[config.mk]
export PLATFORM = sky130hd
export DESIGN_NAME = motor_lock_ctl
export DESIGN_NICKNAME = d
export VERILOG_FILES = /design/src/motor_lock_pkg.sv /design/src/motor_lock_ctl.sv
export SDC_FILE = /design/constraint.sdc
export NUM_CORES = 1
export LEC_CHECK = 0
export BUFFER_PORTS_ARGS = -buffer_cell sky130_fd_sc_hd__buf_2
export CORE_ASPECT_RATIO = 1.4
export CORE_MARGIN = 1.5
export CORE_UTILIZATION = 50
export CTS_CLUSTER_SIZE = 8
export DETAILED_ROUTE_END_ITERATION = 16
export HOLD_SLACK_MARGIN = 0.1
export PLACE_DENSITY = 0.68
export SLEW_MARGIN = 20
export SYNTH_ARGS = -nofsm -noshare
export SYNTH_HDL_FRONTEND = slang
export SYNTH_SLANG_ARGS = --single-unit
[constraint.sdc]
create_clock -name CLOCK_IN -period 21.2 [get_ports CLOCK_IN]
set_clock_uncertainty 0.05 [all_clocks]
set_input_delay 3.18 -clock CLOCK_IN [delete_from_list [all_inputs] [get_ports CLOCK_IN]]
set_output_delay 3.18 -clock CLOCK_IN [all_outputs]
set_load 0.01 [all_outputs]
[src/motor_lock_pkg.sv]
package motor_lock_pkg;

   // ***********************************
   // Clock and timing
   // ***********************************
   localparam int CLOCK_HZ          = 125_000_000;
   localparam int CLOCK_PERIOD_NS   = 8;
   localparam int DEAD_STEP_NS      = 40;
   localparam int DEAD_STEP_CYCLES  = (DEAD_STEP_NS + CLOCK_PERIOD_NS - 1) / CLOCK_PERIOD_NS;
   localparam int PWM_SLOW_HZ       = 25_000;
   localparam int PWM_FAST_HZ       = 50_000;
   localparam int PWM_SLOW_CYCLES   = CLOCK_HZ / PWM_SLOW_HZ;
   localparam int PWM_FAST_CYCLES   = CLOCK_HZ / PWM_FAST_HZ;
   localparam int QUALIFY_TIME_US   = 1000;
   localparam int LOCK_OFF_TIME_US  = 100_000;
   localparam int BRAKE_STEP_US     = 100;
   localparam int CYCLES_PER_US     = CLOCK_HZ / 1_000_000;
   localparam int INTEG_DIV_CYCLES  = 64;

   // ***********************************
   // Thresholds and scaling
   // ***********************************
   localparam logic [15:0] NO_MOTOR_MA  = 16'd140;
   localparam int          SCALE_SHIFT  = 4;
   localparam int          KTC_SHIFT    = 16;
   localparam logic [2:0]  SECTOR_LAST  = 3'h5;
   localparam logic [2:0]  SECTOR_HALF  = 3'h3;
   localparam logic [2:0]  OL_STEPS     = 3'h6;

   // ***********************************
   // Fault flag positions
   // ***********************************
   localparam int FLAG_CURRENT   = 0;
   localparam int FLAG_SPEED     = 1;
   localparam int FLAG_VELCONST  = 2;
   localparam int FLAG_NO_MOTOR  = 3;
   localparam int FLAG_OL_STUCK  = 4;
   localparam int FLAG_CL_STUCK  = 5;

   // ***********************************
   // Reset values and encodings
   // ***********************************
   localparam logic [5:0] FLAGS_RESET    = 6'h00;
   localparam logic [1:0] TACH_OL_FOLLOW = 2'h0;
   localparam logic [1:0] TACH_OL_HIGH   = 2'h1;
   localparam logic [1:0] TACH_OL_FIRST  = 2'h2;

   typedef enum logic [1:0] {
      ST_DRIVE = 2'b00,
      ST_BRAKE = 2'b01,
      ST_HIZ   = 2'b10
   } drive_state_t;

endpackage

[src/motor_lock_ctl.sv]
`timescale 1ns/1ns
// How it works
// RL1 - Speed BEMF far above amplitude sets lock
// RL2 - Seven-bit shift/value settings scale current, speed
// RL3 - Integrate BEMF each half cycle as constant
// RL4 - Constant outside band for time sets lock
// RL5 - Handoff with current not above 140mA: no-motor
// RL6 - Open loop: no BEMF one cycle sets lock
// RL7 - Commutation period over twice previous sets lock
// RL8 - Mechanical and inductive surge individually disabled
// RL9 - Mechanical surge clamps amplitude above speed BEMF
// RL10 - Mode bit: clamp always, or at 24V
// RL11 - Inductive: high sides off, low after delay
// RL12 - Zero brake delay means no braking
// RL13 - Five-bit dead time, 40 to 1280 ns
// RL14 - Software picks dead time avoiding shoot-through
// RL15 - Rate bit selects 25 or 50 kHz
// RL16 - Four-bit tach divider up to 32 poles
// RL17 - Codes 1..3 give 4, 6, 8 pole ratios
// RL18 - Non-even divide gives uneven tach duty
// RL19 - Tach high when locked, follows drive otherwise
// RL20 - Open-loop tach: follow, high, first start only
// RL21 - Flags set even disabled, clear on restart
// RL22 - Enabled fault: hi-z with surge, retry later
// RL23 - Six enable bits gate each fault
// RL24 - Tach divider counts half cycles, resets on restart
module motor_lock_ctl
   import motor_lock_pkg::*;
#(
   parameter int QUALIFY_CYCLES    = QUALIFY_TIME_US * CYCLES_PER_US,
   parameter int LOCK_OFF_CYCLES   = LOCK_OFF_TIME_US * CYCLES_PER_US,
   parameter int BRAKE_STEP_CYCLES = BRAKE_STEP_US * CYCLES_PER_US
) (
   // Clock and reset
   input  wire logic        CLOCK_IN,
   input  wire logic        RST_IN,
   // Configuration
   input  wire logic [6:0]  RESISTANCE_SETTING_IN,
   input  wire logic [6:0]  VELCONST_SETTING_IN,
   input  wire logic [5:0]  LOCK_SCHEME_ENABLES_IN,
   input  wire logic        MECH_SURGE_ENABLE_IN,
   input  wire logic        MECH_SURGE_MODE_IN,
   input  wire logic        INDUCTIVE_SURGE_ENABLE_IN,
   input  wire logic [2:0]  BRAKE_DELAY_FIELD_IN,
   input  wire logic [4:0]  DEAD_TIME_FIELD_IN,
   input  wire logic        PWM_RATE_SELECT_IN,
   input  wire logic [3:0]  TACH_DIVIDER_FIELD_IN,
   input  wire logic [1:0]  TACH_OPEN_LOOP_SELECT_IN,
   // Motor sensing and sequencing
   input  wire logic [7:0]  SPEED_CMD_IN,
   input  wire logic [15:0] SPEED_IN,
   input  wire logic [15:0] PHASE_U_CURRENT_IN,
   input  wire logic [11:0] BEMF_SAMPLE_IN,
   input  wire logic        BEMF_ZERO_CROSS_IN,
   input  wire logic [2:0]  COMMUTATION_STATE_IN,
   input  wire logic        CLOSED_LOOP_IN,
   input  wire logic [15:0] OPEN_LOOP_RATE_IN,
   input  wire logic [15:0] HANDOFF_THRESHOLD_IN,
   input  wire logic        SUPPLY_AT_24V_IN,
   input  wire logic        LOCK_CURRENT_TRIP_IN,
   input  wire logic        START_IN,
   // Status and drive
   output logic      [5:0]  FAULT_STATUS_OUT,
   output logic             LOCKED_OUT,
   output logic             RESTART_OUT,
   output logic      [7:0]  SPEED_CMD_BUFFER_OUT,
   output logic      [15:0] MEASURED_VELCONST_OUT,
   output logic             HIGH_SIDE_ON_OUT,
   output logic             LOW_SIDE_ON_OUT,
   output logic             TACH_PULSE_OUT
);

   // ***********************************
   // State
   // ***********************************
   typedef struct packed {
      drive_state_t st;
      logic [5:0]   flags;
      logic         locked;
      logic         restart;
      logic         tach;
      logic         hi;
      logic         lo;
      logic [7:0]   cmd_buf;
      logic [31:0]  acc;
      logic [7:0]   integ_cnt;
      logic [15:0]  ktc;
      logic         ktc_valid;
      logic [31:0]  q1;
      logic [31:0]  q2;
      logic [31:0]  timer;
      logic [12:0]  pwm_cnt;
      logic [7:0]   dt_cnt;
      logic         pwm_prev;
      logic [2:0]   sector_prev;
      logic [23:0]  per_cnt;
      logic [23:0]  per_prev;
      logic         ol_armed;
      logic [2:0]   ol_steps;
      logic         cl_prev;
      logic [4:0]   half_cnt;
      logic         first_start;
   } state_t;

   state_t s;
   state_t next_s;
   // Setting is value << shift; result scaled down and saturated
   function automatic logic [15:0] scale_setting(input logic [6:0] set, input logic [15:0] x);
      logic [26:0] p;
      logic [26:0] q;
      p = ({11'h0, x} * {23'h0, set[3:0]}) << set[6:4];
      q = p >> SCALE_SHIFT;
      return (|q[26:16]) ? 16'hffff : q[15:0];
   endfunction
   function automatic logic [15:0] setting_value(input logic [6:0] set);
      return 16'({12'h0, set[3:0]} << set[6:4]);
   endfunction

   // ***********************************
   // Combinational estimates
   // ***********************************
   logic [15:0] bemf_speed;
   logic [15:0] bemf_drop;
   logic [15:0] bemf_current;
   logic [16:0] amp_margin;
   logic [15:0] kt_nom;
   logic [16:0] kt_low;
   logic [16:0] kt_high;
   logic [7:0]  bemf_clamp;
   logic [5:0]  set_vec;
   logic        restart_ev;
   logic        sector_chg;
   logic [12:0] pwm_period;
   logic [20:0] pwm_thr;
   logic        pwm_raw;
   logic [31:0] brake_cycles;
   logic [4:0]  tach_period;
   logic        tach_drive;

   always_comb begin
      bemf_speed   = scale_setting(VELCONST_SETTING_IN, SPEED_IN);                    // [RL2]
      bemf_drop    = scale_setting(RESISTANCE_SETTING_IN, PHASE_U_CURRENT_IN);        // [RL2]
      bemf_current = ({8'h0, s.cmd_buf} > bemf_drop) ? ({8'h0, s.cmd_buf} - bemf_drop) : 16'h0;
      amp_margin   = {9'h0, s.cmd_buf} + {11'h0, s.cmd_buf[7:2]};
      kt_nom       = setting_value(VELCONST_SETTING_IN);
      kt_low       = {1'b0, kt_nom} - {2'b0, kt_nom[15:1]};                             // [RL4]
      kt_high      = {1'b0, kt_nom} + {2'b0, kt_nom[15:1]};                             // [RL4]
      bemf_clamp   = (|bemf_speed[15:8]) ? 8'hff : bemf_speed[7:0];
      restart_ev   = START_IN || (s.st == ST_HIZ && s.timer >= 32'(LOCK_OFF_CYCLES - 1));
      sector_chg   = COMMUTATION_STATE_IN != s.sector_prev;
      pwm_period   = PWM_RATE_SELECT_IN ? 13'(PWM_FAST_CYCLES) : 13'(PWM_SLOW_CYCLES); // [RL15]
      pwm_thr      = 21'({8'h0, pwm_period} * {13'h0, s.cmd_buf}) >> 8;
      pwm_raw      = {8'h0, s.pwm_cnt} < pwm_thr;
      brake_cycles = 32'(BRAKE_DELAY_FIELD_IN) * 32'(BRAKE_STEP_CYCLES);
      tach_period  = {1'b0, TACH_DIVIDER_FIELD_IN} + 5'h1;
      // Fault detection; flags set whatever the enables say
      set_vec                = 6'h0;
      set_vec[FLAG_CURRENT]  = LOCK_CURRENT_TRIP_IN;
      set_vec[FLAG_SPEED]    = CLOSED_LOOP_IN && s.q1 >= 32'(QUALIFY_CYCLES - 1);   // [RL1]
      set_vec[FLAG_VELCONST] = CLOSED_LOOP_IN && s.q2 >= 32'(QUALIFY_CYCLES - 1);   // [RL4]
      set_vec[FLAG_NO_MOTOR] = CLOSED_LOOP_IN && !s.cl_prev
                               && PHASE_U_CURRENT_IN <= NO_MOTOR_MA;                  // [RL5]
      set_vec[FLAG_OL_STUCK] = s.ol_armed && sector_chg && !BEMF_ZERO_CROSS_IN
                               && s.ol_steps == OL_STEPS - 3'h1;                     // [RL6]
      set_vec[FLAG_CL_STUCK] = CLOSED_LOOP_IN && s.per_prev != 24'h0
                               && {1'b0, s.per_cnt} > {s.per_prev, 1'b0};            // [RL7]
      // Tach source: drive state in closed loop, selectable in open loop
      if (CLOSED_LOOP_IN) begin
         tach_drive = 1'b1;                                                           // [RL19]
      end else if (TACH_OPEN_LOOP_SELECT_IN == TACH_OL_HIGH) begin
         tach_drive = 1'b0;                                                           // [RL20]
      end else if (TACH_OPEN_LOOP_SELECT_IN == TACH_OL_FIRST) begin
         tach_drive = s.first_start;                                                  // [RL20]
      end else begin
         tach_drive = 1'b1;
      end
   end

   // ***********************************
   // Next state
   // ***********************************
   always_comb begin
      next_s         = s;
      next_s.restart = restart_ev;
      next_s.cl_prev = CLOSED_LOOP_IN;
      // Set beats the restart clear so a same-cycle event survives
      next_s.flags = (restart_ev ? FLAGS_RESET : s.flags) | set_vec;                  // [RL21]
      // Speed command buffer with mechanical clamp
      next_s.cmd_buf = SPEED_CMD_IN;
      if (MECH_SURGE_ENABLE_IN && (!MECH_SURGE_MODE_IN || SUPPLY_AT_24V_IN)) begin      // [RL8] [RL10]
         if (bemf_clamp > SPEED_CMD_IN) begin
            next_s.cmd_buf = bemf_clamp;                                              // [RL9]
         end
      end
      // Abnormal speed qualification
      if (CLOSED_LOOP_IN && {1'b0, bemf_speed} > amp_margin && bemf_speed > bemf_current) begin
         next_s.q1 = (s.q1 == 32'hffffffff) ? s.q1 : s.q1 + 32'h1;                    // [RL1]
      end else begin
         next_s.q1 = 32'h0;
      end
      // BEMF integral per half cycle, sampled on a slow tick
      next_s.integ_cnt = (s.integ_cnt >= 8'(INTEG_DIV_CYCLES - 1)) ? 8'h0 : s.integ_cnt + 8'h1;
      if (BEMF_ZERO_CROSS_IN) begin
         next_s.ktc       = 16'(s.acc >> KTC_SHIFT);                                  // [RL3]
         next_s.ktc_valid = 1'b1;
         next_s.acc       = 32'h0;
      end else if (s.integ_cnt == 8'h0) begin
         next_s.acc = s.acc + {20'h0, BEMF_SAMPLE_IN};                                // [RL3]
      end
      if (CLOSED_LOOP_IN && s.ktc_valid
          && ({1'b0, s.ktc} < kt_low || {1'b0, s.ktc} > kt_high)) begin
         next_s.q2 = (s.q2 == 32'hffffffff) ? s.q2 : s.q2 + 32'h1;                    // [RL4]
      end else begin
         next_s.q2 = 32'h0;
      end
      // Commutation period tracking
      next_s.sector_prev = COMMUTATION_STATE_IN;
      if (sector_chg) begin
         next_s.per_prev = s.per_cnt;                                                 // [RL7]
         next_s.per_cnt  = 24'h0;
      end else if (s.per_cnt != 24'hffffff) begin
         next_s.per_cnt = s.per_cnt + 24'h1;
      end
      // Open-loop watch: one electrical cycle of sectors without BEMF
      if (CLOSED_LOOP_IN || BEMF_ZERO_CROSS_IN || restart_ev) begin
         next_s.ol_armed = 1'b0;
         next_s.ol_steps = 3'h0;
      end else if (!s.ol_armed && OPEN_LOOP_RATE_IN > HANDOFF_THRESHOLD_IN) begin
         next_s.ol_armed = 1'b1;                                                      // [RL6]
         next_s.ol_steps = 3'h0;
      end else if (s.ol_armed && sector_chg) begin
         next_s.ol_steps = (s.ol_steps == OL_STEPS - 3'h1) ? 3'h0 : s.ol_steps + 3'h1;
         next_s.ol_armed = s.ol_steps != OL_STEPS - 3'h1;
      end
      // Fault sequencing
      next_s.timer = s.timer + 32'h1;
      case (s.st)
         ST_DRIVE: begin
            next_s.timer = 32'h0;
            if (|(set_vec & LOCK_SCHEME_ENABLES_IN)) begin                            // [RL23]
               next_s.locked = 1'b1;                                                  // [RL22]
               if (INDUCTIVE_SURGE_ENABLE_IN && BRAKE_DELAY_FIELD_IN != 3'h0) begin   // [RL8] [RL12]
                  next_s.st = ST_BRAKE;
               end else begin
                  next_s.st = ST_HIZ;
               end
            end
         end
         ST_BRAKE: begin
            if (s.timer >= brake_cycles - 32'h1) begin
               next_s.st    = ST_HIZ;                                                 // [RL11]
               next_s.timer = 32'h0;
            end
         end
         ST_HIZ: begin
            if (restart_ev) begin
               next_s.st     = ST_DRIVE;                                              // [RL22]
               next_s.locked = 1'b0;
            end
         end
         default: begin
            next_s.st = ST_HIZ;
         end
      endcase
      if (restart_ev && s.restart == 1'b0 && s.st != ST_DRIVE) begin
         next_s.first_start = 1'b0;
      end else if (START_IN && s.st == ST_DRIVE && s.per_prev != 24'h0) begin
         next_s.first_start = 1'b0;
      end
      // PWM carrier and complementary switches with dead time
      next_s.pwm_cnt  = (s.pwm_cnt >= pwm_period - 13'h1) ? 13'h0 : s.pwm_cnt + 13'h1;  // [RL15]
      next_s.pwm_prev = pwm_raw;
      if (pwm_raw != s.pwm_prev) begin
         next_s.dt_cnt = 8'({3'h0, DEAD_TIME_FIELD_IN} + 8'h1) * 8'(DEAD_STEP_CYCLES);  // [RL13]
      end else if (s.dt_cnt != 8'h0) begin
         next_s.dt_cnt = s.dt_cnt - 8'h1;
      end
      if (next_s.st == ST_BRAKE) begin
         next_s.hi = 1'b0;                                                            // [RL11]
         next_s.lo = 1'b1;
      end else if (next_s.st == ST_HIZ) begin
         next_s.hi = 1'b0;
         next_s.lo = 1'b0;
      end else if (next_s.dt_cnt != 8'h0) begin
         next_s.hi = 1'b0;                                                            // [RL13]
         next_s.lo = 1'b0;
      end else begin
         next_s.hi = pwm_raw;
         next_s.lo = !pwm_raw;
      end
      // Tach divider on half electrical cycles; code 0 toggles per cycle
      if (restart_ev) begin
         next_s.half_cnt = 5'h0;                                                      // [RL24]
      end else if (sector_chg && (COMMUTATION_STATE_IN == 3'h0 || COMMUTATION_STATE_IN == SECTOR_HALF)) begin
         next_s.half_cnt = (s.half_cnt >= tach_period - 5'h1) ? 5'h0 : s.half_cnt + 5'h1;  // [RL16] [RL24]
      end
      if (next_s.locked) begin
         next_s.tach = 1'b1;                                                          // [RL19]
      end else if (!tach_drive) begin
         next_s.tach = 1'b1;                                                          // [RL20]
      end else if (TACH_DIVIDER_FIELD_IN == 4'h0) begin
         if (sector_chg && COMMUTATION_STATE_IN == 3'h0 && s.sector_prev == SECTOR_LAST) begin
            next_s.tach = !s.tach;                                                    // [RL16]
         end
      end else begin
         // Odd periods leave the duty uneven; rising edges stay evenly spaced
         next_s.tach = {s.half_cnt, 1'b0} < {1'b0, tach_period};                      // [RL17] [RL18]
      end
   end
   always_ff @(posedge CLOCK_IN or posedge RST_IN) begin
      if (RST_IN) begin
         s             <= '0;
         s.st          <= ST_DRIVE;
         s.flags       <= FLAGS_RESET;
         s.tach        <= 1'b1;
         s.first_start <= 1'b1;
      end else begin
         s <= next_s;
      end
   end
   assign FAULT_STATUS_OUT      = s.flags;
   assign LOCKED_OUT            = s.locked;
   assign RESTART_OUT           = s.restart;
   assign SPEED_CMD_BUFFER_OUT  = s.cmd_buf;
   assign MEASURED_VELCONST_OUT = s.ktc;
   assign HIGH_SIDE_ON_OUT      = s.hi;
   assign LOW_SIDE_ON_OUT       = s.lo;
   assign TACH_PULSE_OUT        = s.tach;
endmodule // motor_lock_ctl

==> results of run 1 <==
[power groups by stage]
stage	clock [mW]	combinational [mW]	sequential, mW
final	0.555	0.972	0.543
after global routing	0.594	1.10	0.546
after CTS	0.573	0.970	0.542
after detailed placement	0	0.960	0.550
after global placement	0	0.933	0.549
after floorplan	0	0.751	0.544
[kinds of logic after synthesis]
kind of cell	Yosys count	synth area share
multiplexers	67	0.0300
XOR/XNOR	254	0.0848
other	2	0.000286
buffers and inverters	379	0.0621
AO/OA/AOI/OAI	546	0.137
flip-flops	258	0.246
adder cells (fa/ha/maj)	412	0.222
AND/OR/NAND/NOR	1125	0.217
[worst paths after layout]
kind / from / to / slack (ps) / cells after the start
worst max-delay path: RESISTANCE_SETTING_IN[3] / s[178] / 9100 / 42
worst min-delay path: s[203] / s[199] / 410 / 1
worst max register to register: SPEED_CMD_BUFFER_OUT[7] / HIGH_SIDE_ON_OUT / 13680 / 25
worst min register to register: s[203] / s[199] / 410 / 1
max in group asynchronous: RST_IN / s[88] / 16970 / 3
min in group asynchronous: RST_IN / s[174] / 2670 / 2
[cells in the mapped netlist (7+ instances only)]
cell type | n | area (µm²)
a2111oi_0 | 10 | 87.6
a211o_1 | 7 | 61.3
a211oi_1 | 11 | 82.6
a21o_1 | 58 | 435
a21oi_1 | 155 | 776
a31oi_1 | 8 | 50.1
a41oi_1 | 10 | 87.6
and2_1 | 89 | 557
and3_1 | 41 | 257
and4_1 | 9 | 78.8
buf_1 | 9 | 33.8
buf_2 | 10 | 50.1
buf_4 | 33 | 248
clkbuf_1 | 69 | 259
dfrtp_1 | 256 | 6410
fa_1 | 89 | 1780
ha_1 | 323 | 4040
inv_1 | 249 | 935
mux2_2 | 34 | 383
mux2i_1 | 27 | 270
nand2_1 | 276 | 1040
nand2b_1 | 20 | 125
nand3_1 | 114 | 571
nand3b_1 | 9 | 67.6
nand4_1 | 60 | 375
nor2_1 | 265 | 995
nor2b_1 | 38 | 238
nor3_1 | 64 | 320
nor3_2 | 30 | 300
nor3b_1 | 7 | 52.6
nor4_1 | 33 | 206
o211ai_1 | 18 | 135
o21a_1 | 31 | 233
o21ai_0 | 110 | 551
o21ai_1 | 13 | 65.1
o21bai_1 | 17 | 128
o22ai_1 | 8 | 50.1
o31ai_1 | 8 | 60.1
or2_2 | 19 | 119
or3_1 | 25 | 156
xnor2_1 | 125 | 1090
xor2_1 | 129 | 1130
[routing by layer]
metal  wire, µm  GRT usage  up-vias
met2      31400      0.430      456
met3       2750     0.0387      132
met4       2020     0.0806        4
met5         30          0        -
met1      26000      0.277    10530
li1           -          -    10734
[sequential cells by signal, summed over array words and instances, names as in the netlist]
register and cells:
s 223, LOCKED_OUT 1, SPEED_CMD_BUFFER_OUT 8, FAULT_STATUS_OUT 6, RESTART_OUT 1, TACH_PULSE_OUT 1
HIGH_SIDE_ON_OUT 1, MEASURED_VELCONST_OUT 16, LOW_SIDE_ON_OUT 1
[layout make-up]
| cell class | count | area, µm² |
|---|---|---|
| Inverter | 252 | 953 |
| Multi-Input combinational cell | 2419 | 18200 |
| Fill cell | 4774 | 23600 |
| Sequential cell | 258 | 6460 |
| Tap cell | 656 | 821 |
| Clock buffer | 46 | 981 |
| Antenna cell | 1 | 2.50 |
| Timing Repair Buffer | 179 | 932 |
| Clock inverter | 5 | 68.8 |
[worst max-delay path: cells and delay by family]
family | cells | cell delay, ps
compound gates | 20 | 3410
fa+ha+maj | 6 | 2290
simple gates | 9 | 2000
buf+inv | 6 | 1170
mux | 1 | 400
==> impl_results.html, run 1 <==
<table>
<tr><th>Metric</th><th>Value</th></tr>
<tr><th colspan="2">Global routing</th></tr>
<tr><td>Via count of the first global-routing pass</td><td>roughly 22000</td></tr>
<tr><td>Largest net degree at the start of global routing</td><td>about 110</td></tr>
<tr><td>Sum of overflow across all layers after global routing</td><td>0</td></tr>
<tr><td>Initial antenna violation count</td><td>4</td></tr>
<tr><td>Wire length of the first global-routing pass</td><td>106000 µm</td></tr>
<tr><td>GRT Util Overall</td><td>0.235</td></tr>
<tr><th colspan="2">Floorplan</th></tr>
<tr><td>Ports</td><td>167</td></tr>
<tr><td>Chip Width</td><td>197 µm</td></tr>
<tr><td>Starting Density</td><td>0.504</td></tr>
<tr><td>FP Rows</td><td>99</td></tr>
<tr><td>Die Y</td><td>about 270 µm</td></tr>
<tr><td>Area of the placeable core</td><td>between 50000 and 60000 µm²</td></tr>
<tr><td>Full die area</td><td>between 50000 and 60000 µm²</td></tr>
<tr><th colspan="2">STA</th></tr>
<tr><td>Final number of setup-violating endpoints</td><td>0</td></tr>
<tr><td>Setup TNS Final</td><td>0 ps</td></tr>
<tr><td>Post-route minimum period</td><td>roughly 12000 ps</td></tr>
<tr><td>Highest clock rate</td><td>just over 80 MHz</td></tr>
<tr><td>Count of final hold-check violations</td><td>0</td></tr>
<tr><td>Final count of pins violating max slew</td><td>0</td></tr>
<tr><td>Post-route clock period utilization</td><td>0.571</td></tr>
<tr><td>Unrepaired setup endpoints after global routing</td><td>no</td></tr>
<tr><td>Slew at the pin with the worst max-slew slack</td><td>around 960 ps</td></tr>
<tr><td>Worst Hold Slack</td><td>around 410 ps</td></tr>
<tr><td>Max-Slew Margin vs Limit</td><td>0.358</td></tr>
<tr><td>Final setup margin</td><td>between 9000 and 10000 ps</td></tr>
<tr><th colspan="2">Synth</th></tr>
<tr><td>Number of flops mapped to enable cells by yosys</td><td>0</td></tr>
<tr><td>Sequential fraction of the synthesis area</td><td>0.246</td></tr>
<tr><td>Netlist area before placement</td><td>between 20000 and 30000 µm²</td></tr>
<tr><td>Post-synthesis sequential element count</td><td>258</td></tr>
<tr><td>Synth Area per Inst</td><td>about 8.6 µm²</td></tr>
<tr><td>Synth unique cells</td><td>100</td></tr>
<tr><td>Leading register cell type out of synthesis</td><td>dfrtp_1</td></tr>
<tr><td>Fraction of registers with async set/reset</td><td>1.00</td></tr>
<tr><td>Gate Count Post-Synth</td><td>just over 3000</td></tr>
<tr><td>Yosys synthesis warning count</td><td>0</td></tr>
<tr><th colspan="2">Detailed routing</th></tr>
<tr><td>Routed via count</td><td>21856</td></tr>
<tr><td>DRC</td><td>0</td></tr>
<tr><td>Antenna-violating nets left</td><td>0</td></tr>
<tr><td>Routed length per placed instance</td><td>about 16 µm</td></tr>
<tr><td>Number of iterations in the first detailed-routing pass</td><td>5</td></tr>
<tr><td>Number of DRC markers in iteration 0</td><td>roughly 1100</td></tr>
<tr><td>Via density per instance</td><td>about 5.7</td></tr>
<tr><td>Total Wirelength</td><td>slightly above 60000 µm</td></tr>
<tr><th colspan="2">Power and ir drop</th></tr>
<tr><td>Combinational fraction of design power</td><td>0.469</td></tr>
<tr><td>Power share of the clock group</td><td>0.268</td></tr>
<tr><td>Cell leakage power</td><td>13.7 nW</td></tr>
<tr><td>Power per unit of standard cell area</td><td>a little over 70 nW/µm²</td></tr>
<tr><td>Net switching fraction of the power</td><td>0.394</td></tr>
<tr><td>Post-route total power</td><td>approximately 2.1 mW</td></tr>
<tr><td>Part of the total power dissipated in sequential elements</td><td>0.262</td></tr>
<tr><td>Highest ir drop seen on vdd</td><td>0.0000565 V</td></tr>
<tr><td>Cell Int Power</td><td>between 1 and 1.5 mW</td></tr>
<tr><td>Sw Pwr</td><td>roughly 810 µW</td></tr>
<tr><th colspan="2">Worst hold path</th></tr>
<tr><td>Path category of the worst min-delay check</td><td>flip-flop to flip-flop</td></tr>
<tr><th colspan="2">Layout</th></tr>
<tr><td>Non-filler cells, final</td><td>about 3800</td></tr>
<tr><td>Summed area of non-filler cells in the final layout</td><td>28400 µm²</td></tr>
<tr><td>Synthesis-to-finish area growth</td><td>8.43%</td></tr>
<tr><td>Fraction of layout instances using a drive strength above 1</td><td>0.110</td></tr>
<tr><td>NumNets Final</td><td>between 3000 and 4000</td></tr>
<tr><td>Leading cell types in the layout, fill and taps excluded</td><td>ha_1, nand2_1, nor2_1</td></tr>
<tr><td>Most frequent standard cell in the layout excluding fill and tap cells</td><td>ha_1</td></tr>
<tr><td>Utilization of the core after routing</td><td>0.547</td></tr>
<tr><th colspan="2">Clock tree</th></tr>
<tr><td>Setup repair bufs after CTS</td><td>0</td></tr>
<tr><td>Bufs on Longest Clock Path</td><td>3</td></tr>
<tr><td>Post-cts repair resize count</td><td>0</td></tr>
<tr><td>CTS buffer count</td><td>38</td></tr>
<tr><td>Later-pin clock latency in the skew report</td><td>between 500 and 600 ps</td></tr>
<tr><td>Hold buffer count at cts</td><td>0</td></tr>
<tr><td>H-Tree Level Count</td><td>2</td></tr>
<tr><td>Clock tree from TritonCTS</td><td>built</td></tr>
<tr><td>Number of sinks on the clock net</td><td>between 200 and 300</td></tr>
<tr><td>Clock slew at reported path FFs</td><td>50 ps</td></tr>
<tr><td>Clock root buffer</td><td>clkbuf_16</td></tr>
<tr><th colspan="2">Placement</th></tr>
<tr><td>Post-place setup slack</td><td>between 8000 and 9000 ps</td></tr>
<tr><td>Post-placement cell count</td><td>approximately 3800</td></tr>
<tr><td>Routability Congestion</td><td>around 0.90</td></tr>
<tr><td>Port-buffer cells</td><td>between 150 and 200</td></tr>
<tr><td>Post-DP Area</td><td>27400 µm²</td></tr>
<tr><td>Sum of net half-perimeters after detailed placement</td><td>~48000 µm</td></tr>
<tr><th colspan="2">Setup path</th></tr>
<tr><td>Biggest fanout along the worst timing path</td><td>32</td></tr>
<tr><td>Worst Setup End Kind</td><td>flip-flop</td></tr>
<tr><td>Worst Setup Path Type</td><td>input port to flip-flop</td></tr>
<tr><td>Data required, critical path</td><td>roughly 22000 ps</td></tr>
<tr><td>Cell with the biggest individual delay on the critical path</td><td>nor4_2</td></tr>
<tr><td>Kind of start point of the critical path</td><td>input port</td></tr>
<tr><td>Arrival time at the worst endpoint</td><td>12470 ps</td></tr>
<tr><td>Slowest cell delay on critical path</td><td>a little under 800 ps</td></tr>
<tr><th colspan="2">Job</th></tr>
<tr><td>Count of max-cap constraint violations</td><td>0</td></tr>
<tr><th colspan="2">Status</th></tr>
<tr><td>Run status</td><td>complete, no violations</td></tr>
</table>
Power figures use the tool's default switching activity.
==> run 2: changes to the inputs <==
==> constraint.sdc (replaced) <==
create_clock -name CLOCK_IN -period 11.65 [get_ports CLOCK_IN]
set_clock_uncertainty 0.05 [all_clocks]
set_input_delay 1.7475 -clock CLOCK_IN [delete_from_list [all_inputs] [get_ports CLOCK_IN]]
set_output_delay 1.7475 -clock CLOCK_IN [all_outputs]
set_load 0.01 [all_outputs]
==> run 2 against run 1 <==
Largest cell class unchanged. Critical path depth unchanged. Count of clock-buffer cells in the layout unchanged. Wire length up 0.50%.
==> impl_results.html, run 2 (synthesized netlist as in run 1, its figures left out) <==
<table>
<tr><th>Metric</th><th>Value</th></tr>
<tr><th colspan="2">STA</th></tr>
<tr><td>Slew at the pin with the worst max-slew slack</td><td>982 ps (+26.7 ps)</td></tr>
<tr><td>Setup TNS Final</td><td>0 ps (unchanged)</td></tr>
<tr><td>Unrepaired setup endpoints after global routing</td><td>no</td></tr>
<tr><td>Final number of setup-violating endpoints</td><td>0 (unchanged)</td></tr>
<tr><td>Post-route minimum period</td><td>about 11000 ps</td></tr>
<tr><td>Final count of pins violating max slew</td><td>0 (unchanged)</td></tr>
<tr><td>Max-Slew Margin vs Limit</td><td>0.345 (-0.0125)</td></tr>
<tr><td>Count of final hold-check violations</td><td>0 (unchanged)</td></tr>
<tr><td>Post-route clock period utilization</td><td>0.916</td></tr>
<tr><td>Highest clock rate</td><td>approximately 94 MHz</td></tr>
<tr><th colspan="2">Detailed routing</th></tr>
<tr><td>Number of DRC markers in iteration 0</td><td>919 (-14%)</td></tr>
<tr><td>Routed via count</td><td>21738 (-0.54%)</td></tr>
<tr><td>DRC</td><td>0 (unchanged)</td></tr>
<tr><td>Number of iterations in the first detailed-routing pass</td><td>5 (unchanged)</td></tr>
<tr><td>Antenna-violating nets left</td><td>0 (unchanged)</td></tr>
<tr><td>Via density per instance</td><td>5.70 (-0.54%)</td></tr>
<tr><td>Total Wirelength</td><td>62500 µm (+0.50%)</td></tr>
<tr><td>Routed length per placed instance</td><td>16.4 µm (+0.50%)</td></tr>
<tr><th colspan="2">Setup path</th></tr>
<tr><td>Slowest cell delay on critical path</td><td>750 ps (-40 ps)</td></tr>
<tr><td>Cell with the biggest individual delay on the critical path</td><td>nor4_2</td></tr>
<tr><td>Biggest fanout along the worst timing path</td><td>32 (unchanged)</td></tr>
<tr><td>Worst path buffer plus inverter count</td><td>6 (unchanged)</td></tr>
<tr><td>Worst Setup End Kind</td><td>flip-flop</td></tr>
<tr><td>Number of logic stages on the critical path including buffering</td><td>42 (unchanged)</td></tr>
<tr><td>Arrival time at the worst endpoint</td><td>11020 ps (-1450 ps)</td></tr>
<tr><td>Worst Setup Path Type</td><td>input port to flip-flop</td></tr>
<tr><td>Kind of start point of the critical path</td><td>input port</td></tr>
<tr><td>R2R cell count</td><td>25 (unchanged)</td></tr>
<tr><td>Data required, critical path</td><td>11990 ps (-9580 ps)</td></tr>
<tr><td>Top Family by Delay on Critical Path</td><td>compound AO/OA/AOI/OAI gates</td></tr>
<tr><th colspan="2">Worst hold path</th></tr>
<tr><td>Worst hold path cell count</td><td>1 (unchanged)</td></tr>
<tr><td>Path category of the worst min-delay check</td><td>flip-flop to flip-flop</td></tr>
<tr><th colspan="2">Power and ir drop</th></tr>
<tr><td>Cell leakage power</td><td>13.7 nW (+0.19%)</td></tr>
<tr><td>Power per unit of standard cell area</td><td>134 nW/µm² (+84%)</td></tr>
<tr><td>Post-route total power</td><td>3.82 mW (+84%)</td></tr>
<tr><td>Cell Int Power</td><td>2.34 mW (+87%)</td></tr>
<tr><td>Part of the total power dissipated in sequential elements</td><td>0.259 (-0.003)</td></tr>
<tr><td>Highest ir drop seen on vdd</td><td>0.000115 V (+100%)</td></tr>
<tr><td>Combinational fraction of design power</td><td>0.463 (-0.006)</td></tr>
<tr><td>Net switching fraction of the power</td><td>0.387 (-0.00725)</td></tr>
<tr><td>Sw Pwr</td><td>1.47 mW (+81%)</td></tr>
<tr><td>Power share of the clock group</td><td>0.278 (+0.010)</td></tr>
<tr><th colspan="2">Layout</th></tr>
<tr><td>Synthesis-to-finish area growth</td><td>8.66%</td></tr>
<tr><td>Fraction of layout instances using a drive strength above 1</td><td>0.110 (+0.000317)</td></tr>
<tr><td>Top register by number of flip-flops</td><td>s</td></tr>
<tr><td>Leading cell types in the layout, fill and taps excluded</td><td>ha_1, nand2_1, nor2_1</td></tr>
<tr><td>Number of flip-flops under the largest register name</td><td>223 (unchanged)</td></tr>
<tr><td>NumNets Final</td><td>3691 (-0.027%)</td></tr>
<tr><td>Most frequent standard cell in the layout excluding fill and tap cells</td><td>ha_1</td></tr>
<tr><th colspan="2">Placement</th></tr>
<tr><td>Sum of net half-perimeters after detailed placement</td><td>48800 µm (+0.87%)</td></tr>
<tr><td>Routability Congestion</td><td>0.914 (+1.4%)</td></tr>
<tr><td>Port-buffer cells</td><td>166 (unchanged)</td></tr>
<tr><th colspan="2">Floorplan</th></tr>
<tr><td>FP Rows</td><td>99 (unchanged)</td></tr>
<tr><td>Die Y</td><td>274 µm (unchanged)</td></tr>
<tr><td>Area of the placeable core</td><td>52000 µm² (unchanged)</td></tr>
<tr><td>Starting Density</td><td>0.504 (unchanged)</td></tr>
<tr><td>Ports</td><td>167 (unchanged)</td></tr>
<tr><td>Full die area</td><td>53900 µm² (unchanged)</td></tr>
<tr><td>Chip Width</td><td>197 µm (unchanged)</td></tr>
<tr><th colspan="2">Clock tree</th></tr>
<tr><td>Bufs on Longest Clock Path</td><td>3 (unchanged)</td></tr>
<tr><td>Clock tree from TritonCTS</td><td>built</td></tr>
<tr><td>Clock slew at reported path FFs</td><td>50 ps (about the same)</td></tr>
<tr><td>Setup repair bufs after CTS</td><td>0 (unchanged)</td></tr>
<tr><td>H-Tree Level Count</td><td>2 (unchanged)</td></tr>
<tr><td>Hold buffer count at cts</td><td>0 (unchanged)</td></tr>
<tr><td>Later-pin clock latency in the skew report</td><td>550 ps (-20 ps)</td></tr>
<tr><td>Number of sinks on the clock net</td><td>258 (unchanged)</td></tr>
<tr><td>CTS buffer count</td><td>39 (+2.6%)</td></tr>
<tr><td>Post-cts repair resize count</td><td>0 (unchanged)</td></tr>
<tr><td>Clock root buffer</td><td>clkbuf_16</td></tr>
<tr><th colspan="2">Global routing</th></tr>
<tr><td>Via count of the first global-routing pass</td><td>22510 (+1.3%)</td></tr>
<tr><td>Largest net degree at the start of global routing</td><td>110 (-3.5%)</td></tr>
<tr><td>Wire length of the first global-routing pass</td><td>106000 µm (+0.59%)</td></tr>
<tr><td>GRT Util Overall</td><td>0.236 (+0.00136)</td></tr>
<tr><td>Initial antenna violation count</td><td>4 (unchanged)</td></tr>
<tr><td>Sum of overflow across all layers after global routing</td><td>0 (unchanged)</td></tr>
<tr><th colspan="2">Status</th></tr>
<tr><td>Run status</td><td>complete, no violations</td></tr>
<tr><th colspan="2">Job</th></tr>
<tr><td>Count of max-cap constraint violations</td><td>0 (unchanged)</td></tr>
</table>
run 2: changes by cell type in the layout (fill, tap and decap cells not counted):
cell,before,now
clkbuf_1,8,7
inv_16,1,0
o21ai_0,110,109
bufinv_16,0,2
clkbuf_16,38,39
buf_4,12,11
buf_6,1,0
clkinv_8,0,1
o21ai_1,12,13
run 2: layout make-up:
| type | count | area (µm²) |
|---|---|---|
| inverters | 252 | 953 |
| fillers | 4846 | 23500 |
| clock inverters | 7 | 125 |
| diodes | 1 | 2.50 |
| clock buffers | 46 | 1000 |
| multi-input cells | 2419 | 18200 |
| well taps | 656 | 821 |
| flip-flops and latches | 258 | 6460 |
| repair buffers | 177 | 913 |
run 2: power groups by stage:
stage / clock network (mW) / registers (mW) / logic [mW]
2_1_floorplan: 0 / 0.989 / 1.37
3_3_place_gp: 0 / 0.999 / 1.70
3_5_place_dp: 0 / 1.00 / 1.75
4_1_cts: 1.10 / 0.986 / 1.77
5_1_grt: 1.13 / 0.993 / 2.00
6_report: 1.06 / 0.987 / 1.77
run 2: per-stage QoR:
| stage | cell area [µm²] | util | instances | setup slack (ps) | hold WS [ps] |
|---|---|---|---|---|---|
| finish | 28500 | 0.548 | 3816 | 978 | 410 |
| global route | 28500 | 0.548 | 3816 | 232 | 440 |
| CTS | 28500 | 0.548 | 3815 | 1080 | 409 |
| detailed placement | 27400 | 0.526 | 3762 | 534 | 402 |
| global placement | 27400 | 0.526 | 3762 | 1030 | 397 |
| floorplan | 26300 | - | 3056 | 1870 | 379 |
run 2: path summary, 6_finish.rpt:
kind	start	end	slack [ps]
setup / recovery	RESISTANCE_SETTING_IN[3]	s[179]	980
min in group asynchronous	RST_IN	s[168]	1280
hold reg to reg	s[203]	s[201]	410
setup reg to reg	SPEED_CMD_BUFFER_OUT[7]	s[68]	4090
hold / removal	s[203]	s[201]	410
max in group asynchronous	RST_IN	s[213]	7780
run 2: metal layers:
layer  vias up  GRT usage  routed length [µm]
li1      10716          -                   -
met1     10503      0.276               26100
met2       416      0.441               32200
met3        99     0.0343                2590
met4         4     0.0743                1550
met5         -          0                  23
==> run 3: changes to the inputs <==
--- a/config.mk
+++ b/config.mk
@@ -8,11 +8,11 @@
 export BUFFER_PORTS_ARGS = -buffer_cell sky130_fd_sc_hd__buf_2
 export CORE_ASPECT_RATIO = 1.4
 export CORE_MARGIN = 1.5
-export CORE_UTILIZATION = 50
+export CORE_UTILIZATION = 51
 export CTS_CLUSTER_SIZE = 8
 export DETAILED_ROUTE_END_ITERATION = 16
 export HOLD_SLACK_MARGIN = 0.1
-export PLACE_DENSITY = 0.68
+export PLACE_DENSITY = 0.69
 export SLEW_MARGIN = 20
 export SYNTH_ARGS = -nofsm -noshare
 export SYNTH_HDL_FRONTEND = slang
==> run 3 against run 2 <==
Die area down 1.9%. Maximum frequency up 5.5%. Core utilization up 1.2 points. Sequential cell count unchanged. Cell count down 0.10%. Sequential power about the same. Sequential share of layout area about the same. Power down 1.1%. Cell area down 0.11%. Critical path type unchanged. Highest routed layer unchanged.
==> impl_results.html, run 3 (synthesized netlist as in run 1, its figures left out) <==
<table>
<tr><th>Metric</th><th>Value</th></tr>
<tr><th colspan="2">Layout</th></tr>
<tr><td>Antenna cells</td><td>0 (-1)</td></tr>
<tr><td>Fraction of layout instances using a drive strength above 1</td><td>0.110 (+0.000212)</td></tr>
<tr><td>Non-filler cells, final</td><td>3812 (-0.10%)</td></tr>
<tr><td>Synthesis-to-finish area growth</td><td>8.53%</td></tr>
<tr><td>NumNets Final</td><td>3694 (+0.081%)</td></tr>
<tr><td>Top register by number of flip-flops</td><td>s</td></tr>
<tr><td>Number of flip-flops under the largest register name</td><td>223 (unchanged)</td></tr>
<tr><td>Area of combinational cells with multiple inputs</td><td>18200 µm² (unchanged)</td></tr>
<tr><td>Most frequent standard cell in the layout excluding fill and tap cells</td><td>ha_1</td></tr>
<tr><td>Leading cell types in the layout, fill and taps excluded</td><td>ha_1, nand2_1, nor2_1</td></tr>
<tr><td>Storage cell area</td><td>6460 µm² (unchanged)</td></tr>
<tr><td>Fill cell total of the finished layout</td><td>4636 (-4.3%)</td></tr>
<tr><th colspan="2">Placement</th></tr>
<tr><td>Post-place setup slack</td><td>1060 ps (+530 ps)</td></tr>
<tr><td>Routability Congestion</td><td>0.915 (about the same)</td></tr>
<tr><td>Post-placement cell count</td><td>3760 (-0.053%)</td></tr>
<tr><td>Sum of net half-perimeters after detailed placement</td><td>48600 µm (-0.36%)</td></tr>
<tr><td>Port-buffer cells</td><td>166 (unchanged)</td></tr>
<tr><th colspan="2">Clock tree</th></tr>
<tr><td>Bufs on Longest Clock Path</td><td>3 (unchanged)</td></tr>
<tr><td>H-Tree Level Count</td><td>2 (unchanged)</td></tr>
<tr><td>Number of sinks on the clock net</td><td>258 (unchanged)</td></tr>
<tr><td>Post-cts repair resize count</td><td>0 (unchanged)</td></tr>
<tr><td>Hold buffer count at cts</td><td>0 (unchanged)</td></tr>
<tr><td>CTS buffer count</td><td>38 (-2.6%)</td></tr>
<tr><td>Later-pin clock latency in the skew report</td><td>550 ps (about the same)</td></tr>
<tr><td>Setup repair bufs after CTS</td><td>0 (unchanged)</td></tr>
<tr><td>Clock root buffer</td><td>clkbuf_16</td></tr>
<tr><td>Clock slew at reported path FFs</td><td>50 ps (about the same)</td></tr>
<tr><td>Clock tree from TritonCTS</td><td>built</td></tr>
<tr><th colspan="2">Global routing</th></tr>
<tr><td>Via count of the first global-routing pass</td><td>22294 (-0.96%)</td></tr>
<tr><td>Initial antenna violation count</td><td>3 (-1)</td></tr>
<tr><td>GRT Util Overall</td><td>0.240 (+0.00386)</td></tr>
<tr><td>Sum of overflow across all layers after global routing</td><td>0 (unchanged)</td></tr>
<tr><td>Largest net degree at the start of global routing</td><td>119 (+8.2%)</td></tr>
<tr><td>Wire length of the first global-routing pass</td><td>107000 µm (+0.42%)</td></tr>
<tr><th colspan="2">Floorplan</th></tr>
<tr><td>Area of the placeable core</td><td>50900 µm² (-2.2%)</td></tr>
<tr><td>Ports</td><td>167 (unchanged)</td></tr>
<tr><td>Chip Width</td><td>195 µm (-0.97%)</td></tr>
<tr><td>FP Rows</td><td>98 (-1.0%)</td></tr>
<tr><td>Starting Density</td><td>0.516 (+0.0113)</td></tr>
<tr><td>Die Y</td><td>271 µm (-0.97%)</td></tr>
<tr><td>Full die area</td><td>52800 µm² (-1.9%)</td></tr>
<tr><th colspan="2">Detailed routing</th></tr>
<tr><td>Routed via count</td><td>21764 (+0.12%)</td></tr>
<tr><td>Routed length per placed instance</td><td>16.4 µm (+0.16%)</td></tr>
<tr><td>DRC</td><td>0 (unchanged)</td></tr>
<tr><td>Number of DRC markers in iteration 0</td><td>891 (-3.0%)</td></tr>
<tr><td>Total Wirelength</td><td>62600 µm (about the same)</td></tr>
<tr><td>Antenna-violating nets left</td><td>0 (unchanged)</td></tr>
<tr><td>Via density per instance</td><td>5.71 (+0.22%)</td></tr>
<tr><td>Number of iterations in the first detailed-routing pass</td><td>5 (unchanged)</td></tr>
<tr><th colspan="2">Status</th></tr>
<tr><td>Run status</td><td>complete, no violations</td></tr>
<tr><th colspan="2">Setup path</th></tr>
<tr><td>Endpoint of the worst register-to-register path</td><td>s[65]</td></tr>
<tr><td>Worst Setup End Kind</td><td>flip-flop</td></tr>
<tr><td>R2R cell count</td><td>25 (unchanged)</td></tr>
<tr><td>Worst R2R Setup Slack</td><td>4150 ps (+60 ps)</td></tr>
<tr><td>Cell with the biggest individual delay on the critical path</td><td>fa_1</td></tr>
<tr><td>Kind of start point of the critical path</td><td>input port</td></tr>
<tr><td>Data required, critical path</td><td>12010 ps (+20 ps)</td></tr>
<tr><td>Arrival time at the worst endpoint</td><td>10470 ps (-550 ps)</td></tr>
<tr><td>Critical register-to-register path startpoint</td><td>SPEED_CMD_BUFFER_OUT[6]</td></tr>
<tr><td>Slowest cell delay on critical path</td><td>570 ps (-180 ps)</td></tr>
<tr><td>Worst Setup Path Type</td><td>input port to flip-flop</td></tr>
<tr><td>Biggest fanout along the worst timing path</td><td>32 (unchanged)</td></tr>
<tr><th colspan="2">STA</th></tr>
<tr><td>Post-route clock period utilization</td><td>0.868 (-0.0480)</td></tr>
<tr><td>Final count of pins violating max slew</td><td>0 (unchanged)</td></tr>
<tr><td>Highest clock rate</td><td>98.9 MHz (+5.5%)</td></tr>
<tr><td>Max-Slew Margin vs Limit</td><td>0.347 (+0.00134)</td></tr>
<tr><td>Setup TNS Final</td><td>0 ps (unchanged)</td></tr>
<tr><td>Slew at the pin with the worst max-slew slack</td><td>972 ps (-10.1 ps)</td></tr>
<tr><td>Final number of setup-violating endpoints</td><td>0 (unchanged)</td></tr>
<tr><td>Post-route minimum period</td><td>10110 ps (-560 ps)</td></tr>
<tr><td>Unrepaired setup endpoints after global routing</td><td>no</td></tr>
<tr><td>Count of final hold-check violations</td><td>0 (unchanged)</td></tr>
<tr><td>Final setup margin</td><td>1540 ps (+560 ps)</td></tr>
<tr><th colspan="2">Power and ir drop</th></tr>
<tr><td>Post-route total power</td><td>3.77 mW (-1.1%)</td></tr>
<tr><td>Power share of the clock group</td><td>0.270 (-0.008)</td></tr>
<tr><td>Net switching fraction of the power</td><td>0.391 (+0.00448)</td></tr>
<tr><td>Highest ir drop seen on vdd</td><td>0.000110 V (-4.8%)</td></tr>
<tr><td>Part of the total power dissipated in sequential elements</td><td>0.262 (+0.003)</td></tr>
<tr><td>Cell leakage power</td><td>13.7 nW (about the same)</td></tr>
<tr><td>Power per unit of standard cell area</td><td>133 nW/µm² (-1.0%)</td></tr>
<tr><td>Combinational fraction of design power</td><td>0.468 (+0.005)</td></tr>
<tr><td>Sw Pwr</td><td>1.48 mW (about the same)</td></tr>
<tr><td>Cell Int Power</td><td>2.30 mW (-1.8%)</td></tr>
<tr><th colspan="2">Worst hold path</th></tr>
<tr><td>WHS Endpoint</td><td>s[199]</td></tr>
<tr><td>Min-delay src</td><td>s[204]</td></tr>
<tr><td>Path category of the worst min-delay check</td><td>flip-flop to flip-flop</td></tr>
<tr><td>Worst hold path cell count</td><td>1 (unchanged)</td></tr>
<tr><th colspan="2">Job</th></tr>
<tr><td>Count of max-cap constraint violations</td><td>0 (unchanged)</td></tr>
</table>
[run 3: worst max path at each step]
stage / from / depth (start not counted) / to
after floorplan: RESISTANCE_SETTING_IN[3] / 43 / s[149]
after global placement: RESISTANCE_SETTING_IN[3] / 43 / s[179]
after detailed placement: RESISTANCE_SETTING_IN[3] / 43 / s[178]
after CTS: RESISTANCE_SETTING_IN[3] / 43 / s[178]
after global routing: RESISTANCE_SETTING_IN[3] / 43 / s[179]
final: RESISTANCE_SETTING_IN[3] / 43 / s[172]
[run 3: routing by layer]
| layer | vias up | track usage | routed length (µm) |
|---|---|---|---|
| met5 | - | 0 | 23 |
| met4 | 4 | 0.0814 | 1830 |
| met3 | 124 | 0.0368 | 2820 |
| met2 | 451 | 0.435 | 31700 |
| met1 | 10443 | 0.289 | 26200 |
| li1 | 10742 | - | - |
[run 3: critical path, delay by kind of cell]
family / cells / cell delay (ps)
compound gates: 20 / 3320
mux: 1 / 400
buf+inv: 7 / 1400
fa+ha+maj: 6 / 2300
simple gates: 9 / 1310
[run 3: power by group through the flow]
stage	registers (mW)	clock network (mW)	logic, mW
final	0.988	1.02	1.77
after detailed placement	1.00	0	1.75
after global placement	0.999	0	1.70
after global routing	0.993	1.08	2.00
after floorplan	0.989	0	1.37
after CTS	0.987	1.05	1.77
[run 3: stage by stage]
step / utilization / hold slack [ps] / cell area, µm²
3_5_place_dp: 0.538 / 400 / 27400
2_1_floorplan: - / 379 / 26300
4_1_cts: 0.559 / 403 / 28500
6_report: 0.560 / 400 / 28500
5_1_grt: 0.560 / 423 / 28500
3_3_place_gp: 0.538 / 389 / 27400
[run 3: final cells by class]
cell class	instances	area share
Timing Repair Buffer	181	0.0333
Clock buffer	49	0.0356
Tap cell	650	0.0286
Multi-Input combinational cell	2419	0.640
Sequential cell	258	0.227
Inverter	252	0.0335
Clock inverter	3	0.00207
